==> src/design/supervisor_pkg.sv <==
// constants and types for the power-good and fault supervisor
`default_nettype none
package supervisor_pkg;
    // ==========================================================
    // clock and timing
    localparam int CLOCK_MHZ = 125;
    localparam int PHASE_DIV = 379;
    localparam int PG_DELAY_PHASES = 3072;
    localparam int UV_LIMIT = 32;
    localparam int OC_LIMIT = 32;
    localparam int MASK_PHASES = 32;
    localparam int RAMP_DELAY_US = 10;
    localparam int RAMP_DELAY_CYCLES = RAMP_DELAY_US * CLOCK_MHZ;
    // ==========================================================
    // register map
    localparam logic [3:0] REG_CONTROL = 4'h0;
    localparam logic [3:0] REG_STATUS = 4'h4;
    localparam logic [3:0] REG_CODE = 4'h8;
    localparam logic [3:0] REG_PG_COUNT = 4'hc;
    localparam int CTRL_SUPPRESS_BIT = 0;
    localparam logic [31:0] CONTROL_RESET = 32'h0000_0000;
    // ==========================================================
    // types
    typedef enum logic [1:0] {
        SEL_BOOT,
        SEL_CODE,
        SEL_DEEP,
        SEL_DEEPER
    } setpoint_sel_t;
    typedef enum logic [1:0] {
        DRIVE_OFF,
        DRIVE_PWM,
        DRIVE_LOW
    } drive_t;
    typedef struct packed {
        logic above_ov;
        logic above_release;
        logic below_uv;
        logic over_current;
        logic pg_current;
    } sense_t;
    typedef struct packed {
        logic ov;
        logic uv;
        logic oc;
    } faults_t;
endpackage : supervisor_pkg
`default_nettype wire

==> src/design/power_good_fault_supervisor.sv <==
// power-good sequencing and fault supervisor for a buck controller
//
// Design decisions made here: strobed register access and the placing of the registers.
`default_nettype none
module power_good_fault_supervisor (
    // clock and reset
    input wire logic clock,
    input wire logic resetn,
    // register port
    input wire logic [3:0] reg_addr,
    input wire logic [31:0] reg_wdata,
    input wire logic reg_write,
    input wire logic reg_read,
    output logic [31:0] reg_rdata,
    // control pins
    input wire logic enable_pin,
    input wire logic deep_sleep_select_n,
    input wire logic deeper_sleep_select,
    input wire logic [5:0] voltage_identification_code,
    // comparator outputs
    input wire supervisor_pkg::sense_t sense,
    // power-good pin, open drain
    input wire logic power_good_in,
    output logic power_good_out,
    output logic power_good_oe,
    // regulator steering
    output supervisor_pkg::setpoint_sel_t setpoint_sel,
    output logic [5:0] captured_code,
    output supervisor_pkg::drive_t drive,
    output supervisor_pkg::faults_t faults,
    output logic power_good_internal
);

    // ==========================================================
    // states
    typedef enum logic [2:0] {
        ST_OFF,
        ST_BOOT,
        ST_WAIT_RELEASE,
        ST_RAMP_DELAY,
        ST_PG_DELAY,
        ST_RUN,
        ST_LATCHED
    } state_t;

    state_t state;
    state_t next_state;

    // ==========================================================
    // input synchronisers
    localparam int SYNC_W = 14;
    logic [SYNC_W-1:0] sync_a;
    logic [SYNC_W-1:0] sync_b;
    logic [SYNC_W-1:0] raw_in;

    assign raw_in = {enable_pin, deep_sleep_select_n, deeper_sleep_select,
                     sense, voltage_identification_code};

    always_ff @(posedge clock or negedge resetn) begin
        if (!resetn) begin
            sync_a <= '0;
            sync_b <= '0;
        end else begin
            sync_a <= raw_in;
            sync_b <= sync_a;
        end
    end

    logic en_s;
    logic ds_n_s;
    logic drs_s;
    supervisor_pkg::sense_t sense_s;
    logic [5:0] code_s;

    assign en_s = sync_b[13];
    assign ds_n_s = sync_b[12];
    assign drs_s = sync_b[11];
    assign sense_s = sync_b[10:6];
    assign code_s = sync_b[5:0];

    // shared line level is read only as status
    logic pg_line_a;
    logic pg_line_s;

    always_ff @(posedge clock or negedge resetn) begin
        if (!resetn) begin
            pg_line_a <= 1'b0;
            pg_line_s <= 1'b0;
        end else begin
            pg_line_a <= power_good_in;
            pg_line_s <= pg_line_a;
        end
    end

    // ==========================================================
    // phase clock enable
    logic [8:0] phase_div;
    logic phase_tick;

    always_ff @(posedge clock or negedge resetn) begin
        if (!resetn) begin
            phase_div <= '0;
        end else if (phase_tick) begin
            phase_div <= '0;
        end else begin
            phase_div <= phase_div + 9'h001;
        end
    end

    assign phase_tick = (phase_div == 9'(supervisor_pkg::PHASE_DIV - 1));

    // ==========================================================
    // enable edge and mode decode
    logic en_q;
    logic en_fall;

    always_ff @(posedge clock or negedge resetn) begin
        if (!resetn) begin
            en_q <= 1'b0;
        end else begin
            en_q <= en_s;
        end
    end

    assign en_fall = en_q && !en_s;

    supervisor_pkg::setpoint_sel_t mode_sel;

    always_comb begin
        if (ds_n_s) begin
            mode_sel = supervisor_pkg::SEL_CODE;
        end else if (drs_s) begin
            mode_sel = supervisor_pkg::SEL_DEEPER;
        end else begin
            mode_sel = supervisor_pkg::SEL_DEEP;
        end
    end

    // ==========================================================
    // fault latches and counters
    logic ov_latch;
    logic uv_latch;
    logic oc_latch;
    logic [5:0] uv_count;
    logic [5:0] oc_count;
    logic fault_any;
    logic monitor_on;

    assign monitor_on = (state == ST_RUN) || (state == ST_PG_DELAY);

    always_ff @(posedge clock or negedge resetn) begin
        if (!resetn) begin
            ov_latch <= 1'b0;
        end else if (sense_s.above_ov && state != ST_OFF) begin
            ov_latch <= 1'b1;
        end
    end

    always_ff @(posedge clock or negedge resetn) begin
        if (!resetn) begin
            uv_count <= '0;
        end else if (!sense_s.below_uv || !monitor_on) begin
            uv_count <= '0;
        end else if (phase_tick && uv_count <= 6'(supervisor_pkg::UV_LIMIT)) begin
            uv_count <= uv_count + 6'h01;
        end
    end

    always_ff @(posedge clock or negedge resetn) begin
        if (!resetn) begin
            uv_latch <= 1'b0;
        end else if (en_fall) begin
            uv_latch <= 1'b0;
        end else if (uv_count > 6'(supervisor_pkg::UV_LIMIT)) begin
            uv_latch <= 1'b1;
        end
    end

    always_ff @(posedge clock or negedge resetn) begin
        if (!resetn) begin
            oc_count <= '0;
        end else if (!monitor_on) begin
            oc_count <= '0;
        end else if (phase_tick && sense_s.over_current) begin
            if (oc_count < 6'(supervisor_pkg::OC_LIMIT)) begin
                oc_count <= oc_count + 6'h01;
            end
        end else if (phase_tick && oc_count != 6'h00) begin
            oc_count <= oc_count - 6'h01;
        end
    end

    always_ff @(posedge clock or negedge resetn) begin
        if (!resetn) begin
            oc_latch <= 1'b0;
        end else if (en_fall) begin
            oc_latch <= 1'b0;
        end else if (oc_count == 6'(supervisor_pkg::OC_LIMIT)) begin
            oc_latch <= 1'b1;
        end
    end

    assign fault_any = ov_latch || uv_latch || oc_latch;

    // ==========================================================
    // sequencing
    logic [10:0] ramp_count;
    logic [11:0] pg_count;

    always_comb begin
        next_state = state;
        case (state)
            ST_OFF: begin
                if (en_s) begin
                    next_state = ST_BOOT;
                end
            end
            ST_BOOT: begin
                next_state = ST_WAIT_RELEASE;
            end
            ST_WAIT_RELEASE: begin
                if (sense_s.pg_current) begin
                    next_state = ST_RAMP_DELAY;
                end
            end
            ST_RAMP_DELAY: begin
                if (ramp_count == 11'(supervisor_pkg::RAMP_DELAY_CYCLES - 1)) begin
                    next_state = ST_PG_DELAY;
                end
            end
            ST_PG_DELAY: begin
                if (phase_tick &&
                    pg_count == 12'(supervisor_pkg::PG_DELAY_PHASES - 1)) begin
                    next_state = ST_RUN;
                end
            end
            ST_RUN: begin
            end
            ST_LATCHED: begin
            end
            default: begin
                next_state = ST_OFF;
            end
        endcase
        if (!en_s) begin
            next_state = ST_OFF;
        end else if (uv_latch || oc_latch) begin
            next_state = ST_LATCHED;
        end
    end

    always_ff @(posedge clock or negedge resetn) begin
        if (!resetn) begin
            state <= ST_OFF;
        end else begin
            state <= next_state;
        end
    end

    always_ff @(posedge clock or negedge resetn) begin
        if (!resetn) begin
            ramp_count <= '0;
        end else if (state != ST_RAMP_DELAY) begin
            ramp_count <= '0;
        end else begin
            ramp_count <= ramp_count + 11'h001;
        end
    end

    always_ff @(posedge clock or negedge resetn) begin
        if (!resetn) begin
            pg_count <= '0;
        end else if (state != ST_PG_DELAY) begin
            pg_count <= '0;
        end else if (phase_tick) begin
            pg_count <= pg_count + 12'h001;
        end
    end

    // code capture on detected current, then tracking of the code through pg delay and run
    always_ff @(posedge clock or negedge resetn) begin
        if (!resetn) begin
            captured_code <= '0;
        end else if (state == ST_WAIT_RELEASE && sense_s.pg_current) begin
            captured_code <= code_s;
        end else if (state == ST_PG_DELAY || state == ST_RUN) begin
            captured_code <= code_s;
        end
    end

    // ==========================================================
    // transition suppress window
    logic [5:0] last_code;
    supervisor_pkg::setpoint_sel_t last_mode;
    logic [5:0] mask_count;
    logic change_seen;

    assign change_seen = (code_s != last_code) || (mode_sel != last_mode);

    always_ff @(posedge clock or negedge resetn) begin
        if (!resetn) begin
            last_code <= '0;
            last_mode <= supervisor_pkg::SEL_CODE;
        end else begin
            last_code <= code_s;
            last_mode <= mode_sel;
        end
    end

    always_ff @(posedge clock or negedge resetn) begin
        if (!resetn) begin
            mask_count <= '0;
        end else if (change_seen) begin
            mask_count <= 6'(supervisor_pkg::MASK_PHASES);
        end else if (phase_tick && mask_count != 6'h00) begin
            mask_count <= mask_count - 6'h01;
        end
    end

    // ==========================================================
    // register port
    logic [31:0] control;
    logic soft_suppress;

    assign soft_suppress = control[supervisor_pkg::CTRL_SUPPRESS_BIT];

    always_ff @(posedge clock or negedge resetn) begin
        if (!resetn) begin
            control <= supervisor_pkg::CONTROL_RESET;
        end else if (reg_write && reg_addr == supervisor_pkg::REG_CONTROL) begin
            control <= {31'h0, reg_wdata[supervisor_pkg::CTRL_SUPPRESS_BIT]};
        end
    end

    always_ff @(posedge clock or negedge resetn) begin
        if (!resetn) begin
            reg_rdata <= '0;
        end else if (reg_read) begin
            case (reg_addr)
                supervisor_pkg::REG_CONTROL: reg_rdata <= control;
                supervisor_pkg::REG_STATUS: begin
                    reg_rdata <= {21'h0, state, pg_line_s, power_good_internal,
                                  1'b0, mode_sel, ov_latch, uv_latch, oc_latch};
                end
                supervisor_pkg::REG_CODE: reg_rdata <= {26'h0, captured_code};
                supervisor_pkg::REG_PG_COUNT: reg_rdata <= {20'h0, pg_count};
                default: reg_rdata <= '0;
            endcase
        end else begin
            reg_rdata <= '0;
        end
    end

    // ==========================================================
    // outputs
    logic next_pg;

    always_comb begin
        next_pg = (state == ST_RUN) && !fault_any
                  && mask_count == 6'h00 && !change_seen
                  && !soft_suppress && !sense_s.below_uv;
    end

    always_ff @(posedge clock or negedge resetn) begin
        if (!resetn) begin
            power_good_internal <= 1'b0;
            power_good_oe <= 1'b1;
        end else begin
            power_good_internal <= next_pg;
            power_good_oe <= !next_pg;
        end
    end

    assign power_good_out = 1'b0;

    always_ff @(posedge clock or negedge resetn) begin
        if (!resetn) begin
            setpoint_sel <= supervisor_pkg::SEL_BOOT;
        end else if (state == ST_PG_DELAY || state == ST_RUN) begin
            setpoint_sel <= mode_sel;
        end else begin
            setpoint_sel <= supervisor_pkg::SEL_BOOT;
        end
    end

    always_ff @(posedge clock or negedge resetn) begin
        if (!resetn) begin
            drive <= supervisor_pkg::DRIVE_OFF;
        end else if (ov_latch || (sense_s.above_ov && state != ST_OFF)) begin
            if (sense_s.above_release) begin
                drive <= supervisor_pkg::DRIVE_LOW;
            end else begin
                drive <= supervisor_pkg::DRIVE_OFF;
            end
        end else if (state == ST_OFF || state == ST_LATCHED || fault_any) begin
            drive <= supervisor_pkg::DRIVE_OFF;
        end else begin
            drive <= supervisor_pkg::DRIVE_PWM;
        end
    end

    always_ff @(posedge clock or negedge resetn) begin
        if (!resetn) begin
            faults <= '0;
        end else begin
            faults <= {ov_latch, uv_latch, oc_latch};
        end
    end

endmodule : power_good_fault_supervisor
`default_nettype wire

==> config.mk <==
export PLATFORM = sky130hd
export DESIGN_NAME = power_good_fault_supervisor
export DESIGN_NICKNAME = d
export VERILOG_FILES = /design/src/design/supervisor_pkg.sv /design/src/design/power_good_fault_supervisor.sv
export SDC_FILE = /design/constraint.sdc
export NUM_CORES = 1
export LEC_CHECK = 0
export ABC_AREA = 1
export BUFFER_PORTS_ARGS = -buffer_cell sky130_fd_sc_hd__buf_2
export CORE_MARGIN = 5
export CORE_UTILIZATION = 55
export DETAILED_ROUTE_END_ITERATION = 12
export GPL_ROUTABILITY_DRIVEN = 0
export PLACE_DENSITY = 0.79
export REMOVE_ABC_BUFFERS = 1
export SYNTH_ARGS = -nofsm -noshare
export SYNTH_HDL_FRONTEND = slang
export SYNTH_SLANG_ARGS = --single-unit
==> constraint.sdc <==
create_clock -name clock -period 2.75 [get_ports clock]
set_input_delay 0.275 -clock clock [delete_from_list [all_inputs] [get_ports clock]]
set_output_delay 0.275 -clock clock [all_outputs]
set_load 0.01 [all_outputs]
; Word-level counts from Yosys, hierarchy flattened
; Cells that the tools add are included.
[totals]
reg_bits = 123
inputBits = 55
output_inout_bits = 48
wordCells = 137
[classes]
add_sub_neg = 7
order_cmp = 3
n_eq_ne = 23
muxes = 32
reduce_logical = 45
[op_table]
columns = operator, count
row1 = 2-to-1 mux 6 bit, 10
row2 = one-hot mux 12 bit (4 select lines), 1
row3 = 2-to-1 mux 12 bit, 3
row4 = one-hot mux 3 bit (6 select lines), 1
row5 = 2-to-1 mux 3 bit, 5
row6 = logical AND 1 bit, 14
row7 = "adder 12 x 1 -> 12 bit, second input constant", 1
row8 = "adder 6 x 1 -> 6 bit, second input constant", 2
row9 = "equality test 12 bit, second input constant", 1
row10 = "!= test 4 bit, second input constant", 3
row11 = nonzero test 2 bit, 6
row12 = nonzero test 6 bit, 2
row13 = "subtractor 6 x 1 -> 6 bit, second input constant", 2
row14 = "adder 11 x 1 -> 11 bit, second input constant", 1
row15 = "equality test 11 bit, second input constant", 1
row16 = 2-to-1 mux 11 bit, 1
row17 = "adder 9 x 1 -> 9 bit, second input constant", 1
row18 = "equality test 3 bit, second input constant", 3
row19 = "equality test 9 bit, second input constant", 1
row20 = logical OR 1 bit, 9
row21 = 2-to-1 mux 9 bit, 1
row22 = "!= test 3 x 2 -> 1 bit, second input constant", 3
row23 = "equality test 4 bit, second input constant", 2
row24 = 2-to-1 mux 2 bit, 4
row25 = 20 further kinds, 32

; Logic depth before layout (Yosys ltp)
; Gate-level depths: netlist (run 1).
[depth]
depth_word = 9
depth_mapped = 17
depth_no_buf = 17

; Worst setup path after synthesis (run 1)
; Ideal clock, no wire load.
[synth_path]
kind = register to register
startpoint = register phase_div[0]
endpoint = register oc_count[3]
setup_ns = 0.119
t_arrival_ns = 2.049
required_time_ns = 2.631
path_slack_ns = 0.582
stages_incl_launch_ff = 13
n_path_buf = 0
synth_period_minus_slack_ns = 2.168
cell_sequence = dfrtp_1 -> inv_1 -> ha_1 -> nand2_1 -> nor3_2 -> nand2_4 -> nor2_4 -> inv_1 -> ha_1 -> a21o_1 -> a31oi_1 -> xor2_1 -> o21ai_2
[synth_via]
elab_chain_len = 4
word_cells_on_any_way = 8
cone_classes = eq/ne (3) / mux (2) / reduce/logical (3)
[synth_lines]
columns = element, line
row1 = "start, declared", power_good_fault_supervisor.sv:97  ; logic [8:0] phase_div;
row2 = "start signal, assigned", power_good_fault_supervisor.sv:106  ; phase_div <= phase_div + 9'h001;
row3 = equality test 9 bit *, power_good_fault_supervisor.sv:110  ; assign phase_tick = (phase_div == 9'(supervisor_pkg::PHASE_DIV - 1));
row4 = logical AND 1 bit (on tied branches), "power_good_fault_supervisor.sv:184, power_good_fault_supervisor.sv:188"
row5 = != test 3 x 2 -> 1 bit (no line) (tied with other cells), n/a
row6 = AND reduction 2 bit (no line) or 2-to-1 mux 6 bit (tied branches), n/a
row7 = "end signal, assigned", power_good_fault_supervisor.sv:186  ; oc_count <= oc_count + 6'h01;
row8 = "end signal, assigned", power_good_fault_supervisor.sv:189  ; oc_count <= oc_count - 6'h01;
row9 = "end, declared", power_good_fault_supervisor.sv:145  ; logic [5:0] oc_count;
; Mark *: on every way between the ends. The rest lies on a longest branch, timed or not.
; A chain may end at the register's enable or synchronous reset.

; Worst setup path after layout (run 1)
; Ends and elaborated chain as after synthesis.

==> results.py, run 1 <==
metrics = {
    "clocking": {
        "insertion_delay_ns": 0.52,
        "cts.sinks": 123,
        "cts_root_buf": "clkbuf_8",
        "cts_max_level": 4,
        "postCtsSetupBuffers": 0,
        "cts_tree": "yes",
        "cts_made_buffers": 17,
        "clkSlewWorstSetupHoldPaths_ns": 0.06,
        "clock_path_buffers": 2,
    },
    "setup_path": {
        "r2r_setup_slack_ns": 0.29,
        "cp_slowest_cell": "dfrtp_1",
        "cp_cell_sequence": "inv_1 > ha_1 > nand2_1 > nor3_2 > nand2_4 > nor2_4 > inv_1 > ha_1 > a21o_1 > a31oi_1 > xor2_1 > o21ai_2",
        "path_class": "flip-flop to flip-flop",
        "crit_path_start_kind": "flip-flop",
        "cp-end-kind": "flip-flop",
        "slowest_delay_ns": 0.42,
        "crit_required_ns": 3.15,
        "crit_fanout": 10,
        "crit_arrival_ns": 2.86,
    },
    "yosys": {
        "synthArstFlopShare": 1.000,
        "synth_edf_count": 0,
        "syn-cell-area_sq_um": 5525,
        "yosys_warnings": 0,
        "synth_flop_cell": "dfrtp_1",
        "ys_types": 42,
        "postSynthAreaPerCell_sq_um": 9.318,
        "yosysSeqAreaShare": 0.5575,
        "ys_seq_elements": 123,
        "synth_cells": 593,
    },
    "finish": {
        "instances_no_fill": 821,
        "drive_gt1_frac": 0.1686,
        "final_common_cell": "dfrtp_1",
        "nNetsFinal": 745,
        "area_growth_pct": 19.47,
        "num_antenna_cells": 0,
        "seq_area_sq_um": 3080,
        "n_fill_cell": 699,
        "fin_area_sq_um": 6601,
        "multi_input_comb_area_sq_um": 2021,
        "layout_common_cells": "dfrtp_1, nand2_1, inv_1",
    },
    "global_route": {
        "globalRouteTotalUtil": 0.2215,
        "grt_pass1_vias": 4457,
        "grt_pass1_wl_um": 20600,
        "grt-ovfl-total": 0,
        "antenna_found_initial": 0,
        "grt_start_max_net_pins": 57,
    },
    "sta": {
        "fmax_mhz": 406.8,
        "fin_hold_ws_ns": 0.03856,
        "min_period_ns": 2.458,
        "grt_setup_unrepaired": "false",
        "finalMaxSlewViolations": 0,
        "slew_headroom": 0.5102,
        "tns_ns": 0,
        "timing.final.hold_violations": 0,
        "fin_skew_ns": 0.007763,
        "fin_crit_sh": 0.8940,
        "finalSetupViolations": 0,
        "max_slew.worst_pin.slew_ns": 0.7304,
    },
    "flow_run": {
        "max_cap_violations": 0,
    },
    "power": {
        "power_frac_seq": 0.430,
        "switchingPower_mw": 1.261,
        "p_per_area_nw_per_um2": 706.6,
        "ir_drop_mv": 0.5402,
        "leakage_nw": 3.259,
        "combPwrFrac": 0.107,
        "p_total_mw": 4.665,
        "switching_share": 0.2703,
        "intPower_mw": 3.404,
        "p_clk_frac": 0.463,
    },
    "floorplan": {
        "num_rows": 36,
        "coreArea_sq_um": 9774,
        "die_area_sq_um": 12150,
        "initial_core_util": 0.5653,
        "die_h_um": 110.2,
        "die_x_um": 110.2,
        "ios": 103,
    },
    "outcome": {
        "status": "finished clean",
    },
    "detailed_routing": {
        "wl_per_cell_um": 14.74,
        "drt_wl_total_um": 12100,
        "drt-met1-wl_um": 4907,
        "met2_length_um": 6196,
        "wl_met3_um": 630,
        "drc": 0,
        "vias": 4327,
        "topRoutingLayerUsed": "met4",
        "avgViaCountPerCell": 5.270,
        "drt_iter0_markers": 313,
        "first_pass_iters": 5,
        "antenna_left": 0,
    },
    "placed_design": {
        "io_buffers": 50,
        "dp_cells": 773,
        "hpwlAfterDp_um": 8009,
        "placed_area_sq_um": 5862,
    },
    "min_path": {
        "hp-class": "primary input to flip-flop",
    },
}
## per-layer routing
| layer | vias to the layer above | track usage |
|---|---|---|
| met5 | - | 0 |
| met3 | 32 | 0.05708 |
| met1 | 2080 | 0.2741 |
| met2 | 171 | 0.3657 |
| met4 | 0 | 0.1020 |
| li1 | 2044 | - |
## sequential cells by signal, indices dropped and copies added (netlist names), 2 cells and up
register,cells
captured_code,6
drive,2
faults,3
last_code,6
last_mode,2
mask_count,6
oc_count,6
pg_count,12
phase_div,9
ramp_count,11
reg_rdata,12
setpoint_sel,2
state,3
sync_a,14
sync_b,14
uv_count,6
## synth_stat cells, types with 3 or more instances
master,instances,area (sq um)
ha_1,13,162.7
xor2_1,7,61.31
nand2_1,109,409.1
nor2_1,53,198.9
nand2_2,6,37.54
buf_4,24,180.2
o31ai_1,3,22.52
o22ai_1,3,18.77
inv_2,4,15.01
nor3_1,16,80.08
nor2_4,4,45.04
o21ai_0,27,135.1
xnor2_1,7,61.31
nand3_1,36,180.2
a21oi_1,36,180.2
inv_1,78,292.8
dfrtp_1,121,3028
nand4_1,11,68.82
o21ai_2,4,35.03
## cell families (layout without fill, tap and decap cells)
group	after synthesis	after routing	share of synthesized area
simple gates	248	248	0.2070
flops	123	123	0.5575
buf+inv	108	183	0.09035
compound gates	83	83	0.08514
fa+ha+maj	14	14	0.03306
xor+xnor	14	14	0.02219
mux	2	2	0.004076
other cells	1	21	0.0006787
## critical path, delay by kind of cell (launching register included)
family | cells | cell delay, ns
adder cells (fa/ha/maj) | 2 | 0.51
flip-flops | 1 | 0.42
AND/OR/NAND/NOR | 4 | 0.57
buffers and inverters | 2 | 0.19
XOR/XNOR | 1 | 0.20
AO/OA/AOI/OAI | 3 | 0.46
## path summary, 6_finish.rpt
| path | from | end | depth (start not counted) |
|---|---|---|---|
| worst max-delay path | phase_div[0] | oc_count[3] | 12 |
| worst max register to register | phase_div[0] | oc_count[3] | 12 |
| worst min register to register | sync_a[7] | sync_b[7] | 0 |
| min in group asynchronous | resetn | oc_count[3] | 2 |
| max in group asynchronous | resetn | sync_b[0] | 3 |
| worst min-delay path | reg_read | reg_rdata[1] | 3 |
## layout make-up
| type | instances | share of cell area |
|---|---|---|
| multi-input combinational | 382 | 0.3061 |
| sequential | 123 | 0.4666 |
| tap | 133 | 0.02521 |
| inverter | 83 | 0.04757 |
| timing repair buffer | 69 | 0.06823 |
| clock inverter | 13 | 0.02142 |
| clock buffer | 18 | 0.06482 |
## power groups by stage
stage	clock network [mW]	registers, mW	logic, mW
after floorplan	0	2.04	0.270
after global placement	0	2.03	0.464
after detailed placement	0	2.04	0.475
after CTS	2.18	2.01	0.499
after global routing	2.28	2.02	0.567
final	2.16	2.01	0.501
## through the flow
stage,setup WS (ns),util
3_5_place_dp,0.3262,0.5997
6_report,0.2916,0.6754
2_1_floorplan,0.5825,-
3_3_place_gp,0.4694,0.5997
5_1_grt,0.1174,0.6754
4_1_cts,0.2970,0.6754
## what timing repair did
| action | CTS | global route |
|---|---|---|
| resized for setup | 0 | 0 |
| hold endpoints to repair | 55 | 0 |
| hold buffers | 17 | 0 |
Note: power is estimated with default switching activity, not from simulation.
==> run 2: changes to the inputs <==
- CORE_MARGIN: 5 -> 2
- TNS_END_PERCENT: unset -> 50
==> results.py, run 2 (same netlist as run 1, synthesis figures left out) <==
metrics = {
    "outcome": {
        "status": "finished clean",
    },
    "sta": {
        "slew_headroom": 0.5693,
        "fin_skew_ns": 0.008600,
        "finalSetupViolations": 0,
        "min_period_ns": 2.430,
        "grt_setup_unrepaired": "false",
        "fin_ws_ns": 0.3197,
        "timing.final.hold_violations": 0,
        "fmax_mhz": 411.5,
        "finalMaxSlewViolations": 0,
        "tns_ns": 0,
        "fin_crit_sh": 0.8838,
        "max_slew.worst_pin.slew_ns": 0.6422,
    },
    "setup_path": {
        "cp_cell_sequence": "inv_1 > ha_1 > nand2_1 > nor3_2 > nand2_4 > nor2_4 > inv_1 > ha_1 > a21o_1 > a31oi_1 > xor2_1 > o21ai_2",
        "r2r_setup_slack_ns": 0.32,
        "crit_fanout": 10,
        "slowest_delay_ns": 0.40,
        "reg2regPathDepth": 12,
        "crit_buf_inv": 2,
        "critPathTopFamily": "simple AND/OR/NAND/NOR gates",
        "cp-end-kind": "flip-flop",
        "crit_arrival_ns": 2.84,
        "cp_slowest_cell": "dfrtp_1",
        "reg2reg_from": "phase_div[0]",
        "crit_path_start_kind": "flip-flop",
        "path_class": "flip-flop to flip-flop",
        "crit_required_ns": 3.16,
        "rr_endpoint": "oc_count[3]",
    },
    "placed_design": {
        "hpwlAfterDp_um": 8022,
        "io_buffers": 50,
        "pre_cts_slack_ns": 0.3169,
    },
    "clocking": {
        "cts_root_buf": "clkbuf_8",
        "clkSlewWorstSetupHoldPaths_ns": 0.06,
        "cts_resized": 0,
        "cts.sinks": 123,
        "cts_hold_buf": 18,
        "cts_tree": "yes",
        "clock_path_buffers": 2,
        "insertion_delay_ns": 0.53,
        "postCtsSetupBuffers": 0,
        "cts_max_level": 4,
        "cts_made_buffers": 17,
    },
    "global_route": {
        "antenna_found_initial": 0,
        "grt_start_max_net_pins": 57,
        "grt-ovfl-total": 0,
        "grt_pass1_wl_um": 19980,
        "grt_pass1_vias": 4330,
        "globalRouteTotalUtil": 0.2343,
    },
    "detailed_routing": {
        "vias": 4246,
        "wl_per_cell_um": 14.26,
        "drt_wl_total_um": 11730,
        "avgViaCountPerCell": 5.159,
        "antenna_left": 0,
        "first_pass_iters": 5,
        "drt_iter0_markers": 246,
        "drc": 0,
    },
    "min_path": {
        "holdPathEnd": "control[0]",
        "worstHoldStart": "reg_write",
        "hp-class": "primary input to flip-flop",
        "worstHoldPathCells": 3,
    },
    "floorplan": {
        "num_rows": 36,
        "ios": 103,
        "die_area_sq_um": 10860,
        "die_x_um": 104.2,
        "coreArea_sq_um": 9774,
        "die_h_um": 104.2,
        "initial_core_util": 0.5653,
    },
    "finish": {
        "layout_common_cells": "dfrtp_1, nand2_1, inv_1",
        "drive_gt1_frac": 0.1696,
        "nNetsFinal": 746,
        "top_regs": "sync_a: 14 flops, sync_b: 14 flops",
        "num_antenna_cells": 0,
        "final_common_cell": "dfrtp_1",
        "area_growth_pct": 19.00,
    },
    "power": {
        "p_clk_frac": 0.442,
        "switchingPower_mw": 1.279,
        "p_per_area_nw_per_um2": 682.6,
        "power_frac_seq": 0.448,
        "switching_share": 0.2849,
        "ir_drop_mv": 0.6237,
        "combPwrFrac": 0.110,
        "intPower_mw": 3.209,
        "leakage_nw": 3.234,
    },
    "flow_run": {
        "max_cap_violations": 0,
    },
}
run 2: worst max-delay path by stage:
stage,from,endpoint,slack [ns],cells past startpoint
2_1_floorplan,phase_div[0],oc_count[3],0.58,12
3_3_place_gp,phase_div[0],oc_count[3],0.48,12
3_5_place_dp,phase_div[0],oc_count[3],0.32,12
4_1_cts,phase_div[0],oc_count[3],0.31,12
5_1_grt,phase_div[0],oc_count[5],0.11,16
6_report,phase_div[0],oc_count[3],0.32,12
run 2: tightest hold or removal path: cells and delay by family:
kind	cells	cell delay [ns]
buffers and inverters	1	0.10
AND/OR/NAND/NOR	1	0.10
multiplexers	1	0.16
run 2: cell type report:
type | instances | area, sq um
fillers | 716 | 3199
flip-flops and latches | 123 | 3080
multi-input cells | 382 | 2021
repair buffers | 70 | 460.4
clock buffers | 17 | 414.1
inverters | 83 | 314.1
well taps | 133 | 166.4
clock inverters | 15 | 118.9
run 2: per-layer routing:
metal	share of wire	GRT usage	wire length [um]
met5	0	0	0
met4	0.020	0.1023	229
met3	0.039	0.05576	459
met2	0.53	0.4088	6229
met1	0.41	0.2763	4816
run 2: per-stage QoR:
step                area, sq um  total power [mW]  utilization  hold WS (ns)  cells
floorplan                  5415             2.313            -      -0.02059    588
global placement           5862             2.488       0.5997        0.3031    773
detailed placement         5862             2.513       0.5997        0.3143    773
CTS                        6575             4.523       0.6727        0.1179    823
global route               6575             4.674       0.6727        0.1430    823
finish                     6575             4.488       0.6727        0.1325    823
run 2: power groups by stage:
stage	combinational, mW	clock (mW)	sequential [mW]
after floorplan	0.270	0	2.04
after global placement	0.455	0	2.03
after detailed placement	0.472	0	2.04
after CTS	0.496	2.02	2.01
after global routing	0.557	2.10	2.02
final	0.495	1.98	2.01
